--- config.mk ---
export PLATFORM = sky130hd
export DESIGN_NAME = rsc_top
export DESIGN_NICKNAME = d
export VERILOG_FILES = /design/src/rsc_pkg.sv /design/src/rsc_top.sv
export VERILOG_INCLUDE_DIRS = /design/src /design/src/src
export SDC_FILE = /design/constraint.sdc
export NUM_CORES = 1
export LEC_CHECK = 0
export BUFFER_PORTS_ARGS = -buffer_cell sky130_fd_sc_hd__buf_4
export CAP_MARGIN = 20
export CORE_MARGIN = 2
export CORE_UTILIZATION = 47
export CTS_CLUSTER_DIAMETER = 100
export DETAILED_ROUTE_END_ITERATION = 12
export PLACE_DENSITY = 0.8
export SYNTH_ARGS = -nofsm -noshare
export SYNTH_HDL_FRONTEND = slang
export SYNTH_SLANG_ARGS = --single-unit
--- constraint.sdc ---
create_clock -name clock -period 2.3 [get_ports clock]
set_input_delay 0.345 -clock clock [delete_from_list [all_inputs] [get_ports clock]]
set_output_delay 0.345 -clock clock [all_outputs]
set_load 0.02 [all_outputs]
--- src/rsc_defines.svh ---
// register offsets, field positions, reset values and timing counts of the reset source controller
`ifndef RSC_DEFINES_SVH
`define RSC_DEFINES_SVH
// ==========================================
// register indices (byte address = 4 * index)
`define RSC_IDX_CAUSE 8'hEF
`define RSC_IDX_STATUS 8'hF0
`define RSC_IDX_MASK 8'hF1
`define RSC_IDX_WDOG 8'hF2
`define RSC_IDX_ENABLE 8'hF3
// ==========================================
// reset-cause register fields
`define RSC_BIT_PIN 0
`define RSC_BIT_POR 1
`define RSC_BIT_MCD 2
`define RSC_BIT_WDT 3
`define RSC_BIT_SW 4
`define RSC_BIT_COMP 5
`define RSC_BIT_FERR 6
`define RSC_CAUSE_POR 7'h02
`define RSC_CAUSE_NONE 7'h00
// ==========================================
// watchdog control fields
`define RSC_WDOG_EN 0
`define RSC_WDOG_KICK 1
// ==========================================
// flash access kinds and start of reserved space
`define RSC_FL_WRITE 2'h0
`define RSC_FL_READ 2'h1
`define RSC_FL_FETCH 2'h2
`define RSC_FL_RESERVED 16'hFC00
// ==========================================
// timing counts
`define RSC_HOLD_CYCLES 5'h10
`define RSC_WDT_DIV 4'hC
`define RSC_WDT_LIMIT 16'hFFFF
`endif

--- src/rsc_pkg.sv ---
// types of the reset source controller
package rsc_pkg;
    // ==========================================
    // sequencer states
    typedef enum logic [2:0] {
        RSC_RUN = 3'b001,
        RSC_PIN = 3'b010,
        RSC_HOLD = 3'b100
    } rsc_state_t;
endpackage

--- src/rsc_top.sv ---
// reset source controller: cause register, watchdog, source gating and apb slave
//
// Operation
// - low level on reset pin resets device; pin flag set on exit
// - clock-loss one-shot timeout forces system reset
// - bit 2 flags clock-loss reset; writing it enables or disables detector
// - internal resets assert only system reset, never drive the pin
// - bit 5 write enables comparator reset when input below reference
// - bit 5 reads 1 only after comparator reset
// - watchdog enabled, clocked at clock/12 after any reset; overflow resets
// - bit 3 read-only, set after watchdog overflow reset
// - flash access at or above reserved space raises reset
// - forbidden or unsupplied flash access other than a fetch raises flash-error reset
// - bit 6 read-only, set after flash-error reset
// - writing 1 to bit 4 forces reset; bit reads 1 afterwards
// - bit 1 write enables supply monitor; reads 1 after power-on/monitor reset
// - power-on flag set means other flags indeterminate
`timescale 1ns/10ps
`include "rsc_defines.svh"

module rsc_top
    import rsc_pkg::*;
(
    // clock and power-on reset
    input wire logic clock,
    input wire logic rst,
    // apb slave
    input wire logic psel,
    input wire logic penable,
    input wire logic pwrite,
    input wire logic [11:0] paddr,
    input wire logic [31:0] pwdata,
    input wire logic [3:0] pstrb,
    output logic [31:0] prdata,
    output logic pready,
    output logic pslverr,
    // asynchronous reset sources
    input wire logic reset_pin_n,
    input wire logic clock_loss_timeout,
    input wire logic comparator_below,
    input wire logic supply_monitor_low,
    // flash access checker
    input wire logic flash_req,
    input wire logic [1:0] flash_kind,
    input wire logic [15:0] flash_addr,
    input wire logic flash_secure_deny,
    input wire logic program_store_write_enable,
    input wire logic supply_monitor_level_select,
    // outputs
    output logic sys_reset,
    output logic irq
);

    // ==========================================
    // synchronisers
    logic [3:0] sync1;
    logic [3:0] sync2;
    always_ff @(posedge clock or posedge rst) begin
        if (rst) begin
            sync1 <= 4'h1;
            sync2 <= 4'h1;
        end else begin
            sync1 <= {supply_monitor_low, comparator_below, clock_loss_timeout, reset_pin_n};
            sync2 <= sync1;
        end
    end
    logic pin_n_s, mcd_s, comp_s, vdd_s;
    assign pin_n_s = sync2[0];
    assign mcd_s = sync2[1];
    assign comp_s = sync2[2];
    assign vdd_s = sync2[3];

    // ==========================================
    // apb decode
    logic [5:0] sel;
    logic acc, wr, rd;
    assign sel[0] = paddr == {2'h0, `RSC_IDX_CAUSE, 2'h0};
    assign sel[1] = paddr == {2'h0, `RSC_IDX_STATUS, 2'h0};
    assign sel[2] = paddr == {2'h0, `RSC_IDX_MASK, 2'h0};
    assign sel[3] = paddr == {2'h0, `RSC_IDX_WDOG, 2'h0};
    assign sel[4] = paddr == {2'h0, `RSC_IDX_ENABLE, 2'h0};
    assign sel[5] = ~|sel[4:0];
    // effects land only on the edge that samples pready high
    assign acc = psel & penable & pready;
    assign wr = acc & pwrite & pstrb[0];
    assign rd = acc & ~pwrite;

    // ==========================================
    // state and cause registers
    rsc_state_t state;
    logic [6:0] cause;
    logic [6:0] pending;
    logic [4:0] hold_cnt;
    logic mcd_en, comp_en, vdd_en;
    logic wdt_en, wdt_ovf;
    logic [6:0] status, mask;
    logic flash_err;
    logic [6:0] req;
    logic [6:0] next_pending;
    logic exit_reset;

    // flash checks; an unsupplied or secured access other than a fetch counts like an illegal address
    always_comb begin
        flash_err = 1'b0;
        if (flash_req) begin
            unique case (flash_kind)
                `RSC_FL_WRITE: flash_err = program_store_write_enable
                    & (flash_addr >= `RSC_FL_RESERVED);
                `RSC_FL_READ, `RSC_FL_FETCH: flash_err = flash_addr >= `RSC_FL_RESERVED;
                default: flash_err = 1'b0;
            endcase
            if (flash_kind != `RSC_FL_FETCH
                && (flash_kind != `RSC_FL_WRITE || program_store_write_enable)
                && (flash_secure_deny || !(supply_monitor_level_select && vdd_en))) begin
                flash_err = 1'b1;
            end
        end
    end

    // request vector laid out like the cause register
    always_comb begin
        req = `RSC_CAUSE_NONE;
        req[`RSC_BIT_PIN] = ~pin_n_s;
        req[`RSC_BIT_POR] = vdd_en & vdd_s;
        req[`RSC_BIT_MCD] = mcd_en & mcd_s;
        req[`RSC_BIT_WDT] = wdt_ovf;
        req[`RSC_BIT_SW] = wr & sel[0] & pwdata[`RSC_BIT_SW];
        req[`RSC_BIT_COMP] = comp_en & comp_s;
        req[`RSC_BIT_FERR] = flash_err;
        // lowest bit wins so only one cause is ever recorded
        next_pending = req & (~req + 7'h01);
    end

    assign exit_reset = state == RSC_HOLD && hold_cnt == `RSC_HOLD_CYCLES;

    // ==========================================
    // sequencer; sys_reset is the only output, the pin is never driven
    always_ff @(posedge clock or posedge rst) begin
        if (rst) begin
            state <= RSC_HOLD;
            sys_reset <= 1'b1;
            pending <= `RSC_CAUSE_POR;
            hold_cnt <= 5'h00;
        end else begin
            unique case (state)
                RSC_RUN: begin
                    if (|req) begin
                        pending <= next_pending;
                        sys_reset <= 1'b1;
                        hold_cnt <= 5'h00;
                        state <= req[`RSC_BIT_PIN] ? RSC_PIN : RSC_HOLD;
                    end
                end
                RSC_PIN: begin
                    if (pin_n_s) begin
                        state <= RSC_HOLD;
                    end
                end
                RSC_HOLD: begin
                    hold_cnt <= hold_cnt + 5'h01;
                    if (!pin_n_s) begin
                        state <= RSC_PIN;
                        pending <= 7'h01;
                        hold_cnt <= 5'h00;
                    end else if (exit_reset) begin
                        sys_reset <= 1'b0;
                        state <= RSC_RUN;
                    end
                end
            endcase
        end
    end

    // cause flags change only on leaving reset; power-on shows alone
    always_ff @(posedge clock or posedge rst) begin
        if (rst) begin
            cause <= `RSC_CAUSE_POR;
        end else if (exit_reset && pin_n_s) begin
            cause <= pending;
        end
    end

    // source enables; resets clear mcd_en and comp_en so a stale source cannot loop, and set vdd_en
    always_ff @(posedge clock or posedge rst) begin
        if (rst) begin
            mcd_en <= 1'b0;
            comp_en <= 1'b0;
            vdd_en <= 1'b1;
        end else if (sys_reset) begin
            mcd_en <= 1'b0;
            comp_en <= 1'b0;
            vdd_en <= 1'b1;
        end else if (wr && sel[0]) begin
            mcd_en <= pwdata[`RSC_BIT_MCD];
            comp_en <= pwdata[`RSC_BIT_COMP] | comp_en;
            vdd_en <= pwdata[`RSC_BIT_POR] | vdd_en;
        end
    end

    // ==========================================
    // watchdog at clock/12, re-armed by every reset
    logic [3:0] wdt_pre;
    logic [15:0] wdt_cnt;
    always_ff @(posedge clock or posedge rst) begin
        if (rst) begin
            wdt_en <= 1'b1;
            wdt_pre <= 4'h0;
            wdt_cnt <= 16'h0000;
            wdt_ovf <= 1'b0;
        end else if (sys_reset) begin
            wdt_en <= 1'b1;
            wdt_pre <= 4'h0;
            wdt_cnt <= 16'h0000;
            wdt_ovf <= 1'b0;
        end else begin
            wdt_ovf <= 1'b0;
            if (wr && sel[3]) begin
                wdt_en <= pwdata[`RSC_WDOG_EN];
            end
            if (wr && sel[3] && pwdata[`RSC_WDOG_KICK]) begin
                wdt_cnt <= 16'h0000;
                wdt_pre <= 4'h0;
            end else if (wdt_en) begin
                wdt_pre <= (wdt_pre == `RSC_WDT_DIV - 4'h1) ? 4'h0 : wdt_pre + 4'h1;
                if (wdt_pre == `RSC_WDT_DIV - 4'h1) begin
                    if (wdt_cnt == `RSC_WDT_LIMIT) begin
                        wdt_ovf <= 1'b1;
                    end
                    wdt_cnt <= wdt_cnt + 16'h0001;
                end
            end
        end
    end

    // ==========================================
    // sticky event status, read clears, set wins
    always_ff @(posedge clock or posedge rst) begin
        if (rst) begin
            status <= `RSC_CAUSE_NONE;
            mask <= `RSC_CAUSE_NONE;
            irq <= 1'b0;
        end else begin
            status <= ((rd && sel[1]) ? `RSC_CAUSE_NONE : status)
                | ((exit_reset && pin_n_s) ? pending : `RSC_CAUSE_NONE);
            if (wr && sel[2]) begin
                mask <= pwdata[6:0];
            end
            irq <= |(status & mask);
        end
    end

    // ==========================================
    // apb answer: one wait state, unmapped gives an error and zero data
    always_ff @(posedge clock or posedge rst) begin
        if (rst) begin
            pready <= 1'b0;
            pslverr <= 1'b0;
            prdata <= 32'h00000000;
        end else begin
            pready <= psel & penable & ~pready;
            pslverr <= psel & penable & ~pready & sel[5];
            prdata <= 32'h00000000;
            if (psel && penable && !pready && !pwrite) begin
                unique case (1'b1)
                    sel[0]: prdata <= {25'h0, cause};
                    sel[1]: prdata <= {25'h0, status};
                    sel[2]: prdata <= {25'h0, mask};
                    sel[3]: prdata <= {31'h0, wdt_en};
                    sel[4]: prdata <= {29'h0, comp_en, mcd_en, vdd_en};
                    default: prdata <= 32'h00000000;
                endcase
            end
        end
    end

    // ==========================================
    // assertions
    a_pin_enters: assert property (@(posedge clock) disable iff (rst)
        (state == RSC_RUN && !pin_n_s) |=> sys_reset && state == RSC_PIN)
        else $error("pin low did not reset");
    a_pin_stays: assert property (@(posedge clock) disable iff (rst)
        !pin_n_s |=> sys_reset)
        else $error("reset released while pin low");
    a_mcd_gate: assert property (@(posedge clock) disable iff (rst)
        (state == RSC_RUN && mcd_en && mcd_s) |=> sys_reset ##[1:40] (!sys_reset || !pin_n_s))
        else $error("clock loss reset wrong");
    a_cause_onehot: assert property (@(posedge clock) disable iff (rst)
        $fell(sys_reset) |-> $onehot(cause))
        else $error("cause not one-hot");
    a_sw_force: assert property (@(posedge clock) disable iff (rst)
        (state == RSC_RUN && req == 7'h10) |=> sys_reset ##[16:17] (!sys_reset && cause[`RSC_BIT_SW]))
        else $error("software reset not flagged");
    a_comp_flag: assert property (@(posedge clock) disable iff (rst)
        $fell(sys_reset) && $past(pending) == 7'h20 |-> cause == 7'h20)
        else $error("comparator flag wrong");
    a_wdt_rearm: assert property (@(posedge clock) disable iff (rst)
        $fell(sys_reset) |-> wdt_en && wdt_cnt == 16'h0000)
        else $error("watchdog not armed after reset");
    a_wdt_div: assert property (@(posedge clock) disable iff (rst)
        wdt_pre < `RSC_WDT_DIV)
        else $error("watchdog prescaler out of range");
    a_flash_reset: assert property (@(posedge clock) disable iff (rst)
        (state == RSC_RUN && flash_err) |=> sys_reset)
        else $error("flash error did not reset");
    a_hold_len: assert property (@(posedge clock) disable iff (rst)
        $rose(sys_reset) && pin_n_s |-> sys_reset [*8])
        else $error("reset pulse too short");

endmodule // rsc_top
; ---- Word-level counts from Yosys, hierarchy flattened
; Index checks and enable logic that the tools add are counted.
[word_totals]
reg_bits = 105
inputBits = 79
output_inout_bits = 36
elab_cells = 146
[op_classes]
add_sub_neg = 4
n_lt_le_gt_ge = 1
eq_ne = 20
n_mux = 44
n_bitwise = 22
reduce_logical = 35
[ops]
columns = operator, count
row1 = $mux W16, 4
row2 = $eq A12 B10 Y1 const B, 5
row3 = $mux W7, 5
row4 = $pmux W7 S5, 1
row5 = $mux W1, 18
row6 = $add A16 B1 Y16 const B, 1
row7 = $eq A16 B16 Y1 const B, 1
row8 = $ge A16 B16 Y1 const B, 1
row9 = $mux W4, 4
row10 = $mux W3, 5
row11 = $and A7 B7 Y7, 2
row12 = $pmux W7 S2, 1
row13 = $reduce_or A7 Y1, 2
row14 = $and A1 B1 Y1, 13
row15 = $logic_and A1 B1 Y1, 13
row16 = $ne A2 B2 Y1 const B, 6
row17 = $mux W5, 2
row18 = $pmux W5 S2, 1
row19 = $pmux W3 S3, 1
row20 = $reduce_bool A2 Y1, 4
row21 = $add A7 B1 Y7 const B, 1
row22 = $not A7 Y7, 1
row23 = $or A7 B7 Y7, 1
row24 = $reduce_and A3 Y1, 2
row25 = other kinds (21), 31

; ---- Depth between registers and ports, before layout
[logic_depth]
ltp_word = 11
ltp_mapped = 7
depth_no_buf = 7

; ---- Worst setup path after synthesis
; OpenSTA, ideal clock, no wires.
[synth_path]
path_kind = input to register
start = input paddr[1]
end = register pending[5]
setup_time_ns = 0.122
arrival_ns = 1.823
required_ns = 2.178
setup_slack_ns = 0.355
stages = 5
n_path_buf = 0
path_cell_list = or3b_4 nor4_4 a31oi_4 a21o_1 a32o_1
[synth_via]
elab_chain_cells = 8
elab_cells_between_ends = 11
classes_between = add/sub: 1 / eq/ne: 2 / mux: 2 / bitwise: 4 / reduce/logical: 2
[synth_lines]
columns = element, line_no
row1 = start: declaration, rsc_top.sv:31  ; input wire logic [11:0] paddr,
row2 = $eq A12 B10 Y1 (*), rsc_top.sv:77  ; assign sel[0] = paddr == {2'h0, `RSC_IDX_CAUSE, 2'h0};
row3 = $and A1 B1 Y1 (*) (2 in a row), rsc_top.sv:127  ; req[`RSC_BIT_SW] = wr & sel[0] & pwdata[`RSC_BIT_SW];
row4 = $not A7 Y7, rsc_top.sv:131  ; next_pending = req & (~req + 7'h01);
row5 = $add A7 B1 Y7, rsc_top.sv:131
row6 = $and A7 B7 Y7, rsc_top.sv:131
row7 = $mux W7, rsc_top.sv:147  ; if (|req) begin
row8 = $pmux W7 S2, rsc_top.sv:145  ; unique case (state)
row9 = end signal: assignment, rsc_top.sv:142  ; pending <= `RSC_CAUSE_POR;
row10 = end signal: assignment, rsc_top.sv:148  ; pending <= next_pending;
row11 = end: declaration, rsc_top.sv:92  ; logic [6:0] pending;
; Every way passes the cells marked *; elsewhere a longest branch is shown, timed or not. The select of a mux whose other input is x is not followed.
; A chain may end at the register's enable or synchronous reset.

; ---- Final worst setup path
[layout_path]
start = register sync2[0]
end = register pending[0]
[layout_via]
elab_chain_cells = 6
elab_cells_between_ends = 10
classes_between = add/sub: 1 / eq/ne: 2 / mux: 2 / bitwise: 3 / reduce/logical: 2
[layout_lines]
columns = element, line_no
row1 = start: declaration, rsc_top.sv:57  ; logic [3:0] sync2;
row2 = start signal: assignment, rsc_top.sv:64  ; sync2 <= sync1;
row3 = $not A1 Y1, rsc_top.sv:123  ; req[`RSC_BIT_PIN] = ~pin_n_s;
row4 = $not A7 Y7, rsc_top.sv:131
row5 = $add A7 B1 Y7, rsc_top.sv:131
row6 = $and A7 B7 Y7, rsc_top.sv:131
row7 = $mux W7, rsc_top.sv:147
row8 = $pmux W7 S2, rsc_top.sv:145
; Parallel ways exist; a longest one is shown, timed or not. The select of a mux whose other input is x is not followed.

==> flow_summary.json <==
{
  "drtIter0Drc": 231,
  "timing.fmax_ghz": 0.475,
  "fin_skew_ns": 0.00872,
  "insertion_delay_ns": 0.35,
  "fin_cells": 537,
  "synthArstFlopShare": 1.00,
  "crit_required_ns": 2.58,
  "comb_power_share": 0.125,
  "routed_wl_um": 8020,
  "grtUsageTotal": 0.193,
  "switchingPower_mw": 0.791,
  "cp_top_family": "simple AND/OR/NAND/NOR gates",
  "antenna_found_initial": 0,
  "io_buffers": 51,
  "start_util": 0.482,
  "grt_max_degree": 81,
  "layout_common_cells": "dfrtp_1 (72), buf_4 (58), nor2_1 (45), nand2_1 (27), conb_1 (25)",
  "area_growth_pct": 17.3,
  "tritoncts": "yes",
  "io_pins": 115,
  "leakagePower_nw": 2.20,
  "grt_overflow": 0,
  "dieHeight_um": 95.3,
  "coreArea_sq_um": 8130,
  "hold_path_class": "in -> async",
  "intPower_mw": 2.21,
  "crit_type": "reg -> reg",
  "num_vias": 2902,
  "dp_hpwl_um": 5930,
  "gp_congestion": 0.852,
  "syn-cell-area_sq_um": 3920,
  "rsz0062_at_grt": "false",
  "grt_pass1_wl_um": 13500,
  "wire_per_inst_um": 14.9,
  "antenna_left": 0,
  "ys_ff_latch": 80,
  "end_kind": "flop",
  "root_buffer": "clkbuf_8",
  "htreeDepth": 3,
  "fill_cells": 703,
  "slowest_delay_ns": 0.58,
  "whs_ns": 0.0912,
  "fin_crit_sh": 0.914,
  "status": "complete, no violations",
  "layout_commonest_cell": "dfrtp_1",
  "p_per_area_nw_per_um2": 652,
  "hold_violations": 0,
  "crit_chain": "nor4bb_1 -> nand4b_1 -> a31oi_4 -> nand3_2 -> a32oi_1",
  "maxCapViolCount": 0,
  "r2r_setup_slack_ns": 0.20,
  "setup_viol": 0,
  "p_clk_frac": 0.352,
  "power_mw": 3.00,
  "dr.pass1.iters": 5,
  "drive_above_1_share": 0.252,
  "cp.arrival_ns": 2.38,
  "r2r-end": "pending[0]$_DFFE_PP0P_",
  "rows": 33,
  "reg2reg_depth": 5,
  "nets": 513,
  "diodes": 0,
  "synth.yosys.seq_area_share": 0.513,
  "avgSynthCellArea_sq_um": 10.8,
  "grt_pass1_vias": 2810,
  "drcViolationCount": 0,
  "ys.warnings.count": 0,
  "startpoint_type": "flop",
  "ys_types": 54,
  "cts.sinks": 80,
  "cp_slowest_cell": "dfstp_2",
  "switching_share": 0.264,
  "synth-edff-count": 0,
  "cts_buffer_depth": 2,
  "critPathMaxFanout": 9,
  "worstReg2RegStart": "sync2[0]$_DFF_PP1_",
  "setup-tns-final_ns": 0,
  "peakVddDrop_mv": 0.464,
  "period_minus_slack_ns": 2.10,
  "p_seq_frac": 0.523,
  "dp.cells": 521,
  "dieArea_sq_um": 9090,
  "synth_cells": 364,
  "path_buf_inv": 0,
  "vias_per_cell": 5.40,
  "synthFlopType": "dfrtp_1",
  "clk_pin_slew_ns": 0.08,
  "cts_buffers": 9,
  "slew_viol_final": 0,
  "fp.dieW_um": 95.3
}
[worst min-delay path: cells and delay by family]
kind	cells	cell delay [ns]
buffers and inverters	3	0.52
[area by class of cell]
cell class / count / area [sq um] / share of cell area
Clock buffer: 12 / 155 / 0.0337
Inverter: 13 / 52.6 / 0.0114
Timing Repair Buffer: 59 / 455 / 0.0990
Sequential cell: 80 / 2010 / 0.437
Clock inverter: 4 / 52.6 / 0.0114
Tap cell: 105 / 131 / 0.0286
Multi-Input combinational cell: 264 / 1740 / 0.379
[sequential cells by signal, indices dropped and copies added, names as in the netlist, 3 cells and up]
name and flops:
hold_cnt 5, prdata 7, wdt_cnt 16, status 7, state 3, sync2 4
mask 7, sync1 4, pending 7, wdt_pre 4, cause 7
[worst max path at each step]
stage	from	endpoint	depth (start not counted)
after floorplan	paddr[1]	pending[5]$_DFFE_PP0P_	5
after global placement	sync2[0]$_DFF_PP1_	pending[0]$_DFFE_PP0P_	5
after detailed placement	sync2[0]$_DFF_PP1_	hold_cnt[2]$_DFFE_PP0P_	5
after CTS	sync2[0]$_DFF_PP1_	pending[0]$_DFFE_PP0P_	5
after global routing	sync2[0]$_DFF_PP1_	pending[0]$_DFFE_PP0P_	5
final	sync2[0]$_DFF_PP1_	pending[0]$_DFFE_PP0P_	5
[power groups by stage]
stage	clock network, mW	logic, mW	registers [mW]
after global routing	1.15	0.431	1.58
final	1.06	0.374	1.57
after detailed placement	0	0.379	1.59
after CTS	1.08	0.379	1.57
after floorplan	0	0.296	1.57
after global placement	0	0.361	1.59
[per-layer routing]
metal / vias up / global-route usage / share of wire
li1: 1385 / - / -
met1: 1419 / 0.244 / 0.42
met2: 88 / 0.326 / 0.51
met3: 10 / 0.0474 / 0.055
met4: 0 / 0.0628 / 0.012
met5: - / 0 / 0
[kinds of logic (layout without fill, tap and decap cells)]
family	after synthesis	after routing	synth area share
AO/OA/AOI/OAI	59	59	0.113
other	1	25	0.000956
adder cells (fa/ha/maj)	7	7	0.0223
AND/OR/NAND/NOR	135	135	0.184
buffers and inverters	44	88	0.0670
flip-flops	80	80	0.513
XOR/XNOR	16	16	0.0357
multiplexers	22	22	0.0638
[stage by stage]
stage	instance area [sq um]	utilization	setup WS, ns
6_report	4600	0.566	0.197
5_1_grt	4600	0.566	0.0480
4_1_cts	4600	0.565	0.121
3_5_place_dp	4390	0.539	0.140
3_3_place_gp	4390	0.539	0.177
2_1_floorplan	4020	-	0.355
[cell usage after synthesis, types with 2 or more instances]
| cell | number | area, sq um |
|---|---|---|
| or2_2 | 2 | 12.5 |
| a22o_1 | 7 | 61.3 |
| nand2b_1 | 2 | 12.5 |
| nor2_1 | 45 | 169 |
| nor4_4 | 2 | 42.5 |
| nand4b_1 | 3 | 26.3 |
| a21oi_1 | 9 | 45.0 |
| a31oi_1 | 5 | 31.3 |
| a22oi_1 | 5 | 37.5 |
| and2_1 | 4 | 25.0 |
| a222oi_1 | 5 | 50.1 |
| nor4_1 | 2 | 12.5 |
| mux2_2 | 14 | 158 |
| xnor2_1 | 3 | 26.3 |
| and3b_1 | 2 | 17.5 |
| and3_1 | 4 | 25.0 |
| clkbuf_1 | 3 | 11.3 |
| dfrtp_1 | 72 | 1800 |
| buf_2 | 3 | 15.0 |
| nand3_1 | 14 | 70.1 |
| xor2_1 | 13 | 114 |
| a21o_1 | 2 | 15.0 |
| nor4bb_1 | 2 | 20.0 |
| o21ai_0 | 11 | 55.1 |
| buf_4 | 25 | 188 |
| ha_1 | 7 | 87.6 |
| nor4b_1 | 2 | 17.5 |
| nor3b_1 | 2 | 15.0 |
| nand2_1 | 27 | 101 |
| nor3_1 | 6 | 30.0 |
| mux2i_1 | 7 | 70.1 |
| nand4_1 | 10 | 62.6 |
| a32oi_1 | 3 | 26.3 |
| a221oi_1 | 2 | 17.5 |
| dfstp_2 | 8 | 210 |
| inv_1 | 13 | 48.8 |
[what timing repair did]
action	in CTS	in global routing
setup buffers	0	0
setup endpoints to repair	0	6
resized for setup	0	1
hold buffers	0	0
Power figures use the tool's default switching activity.
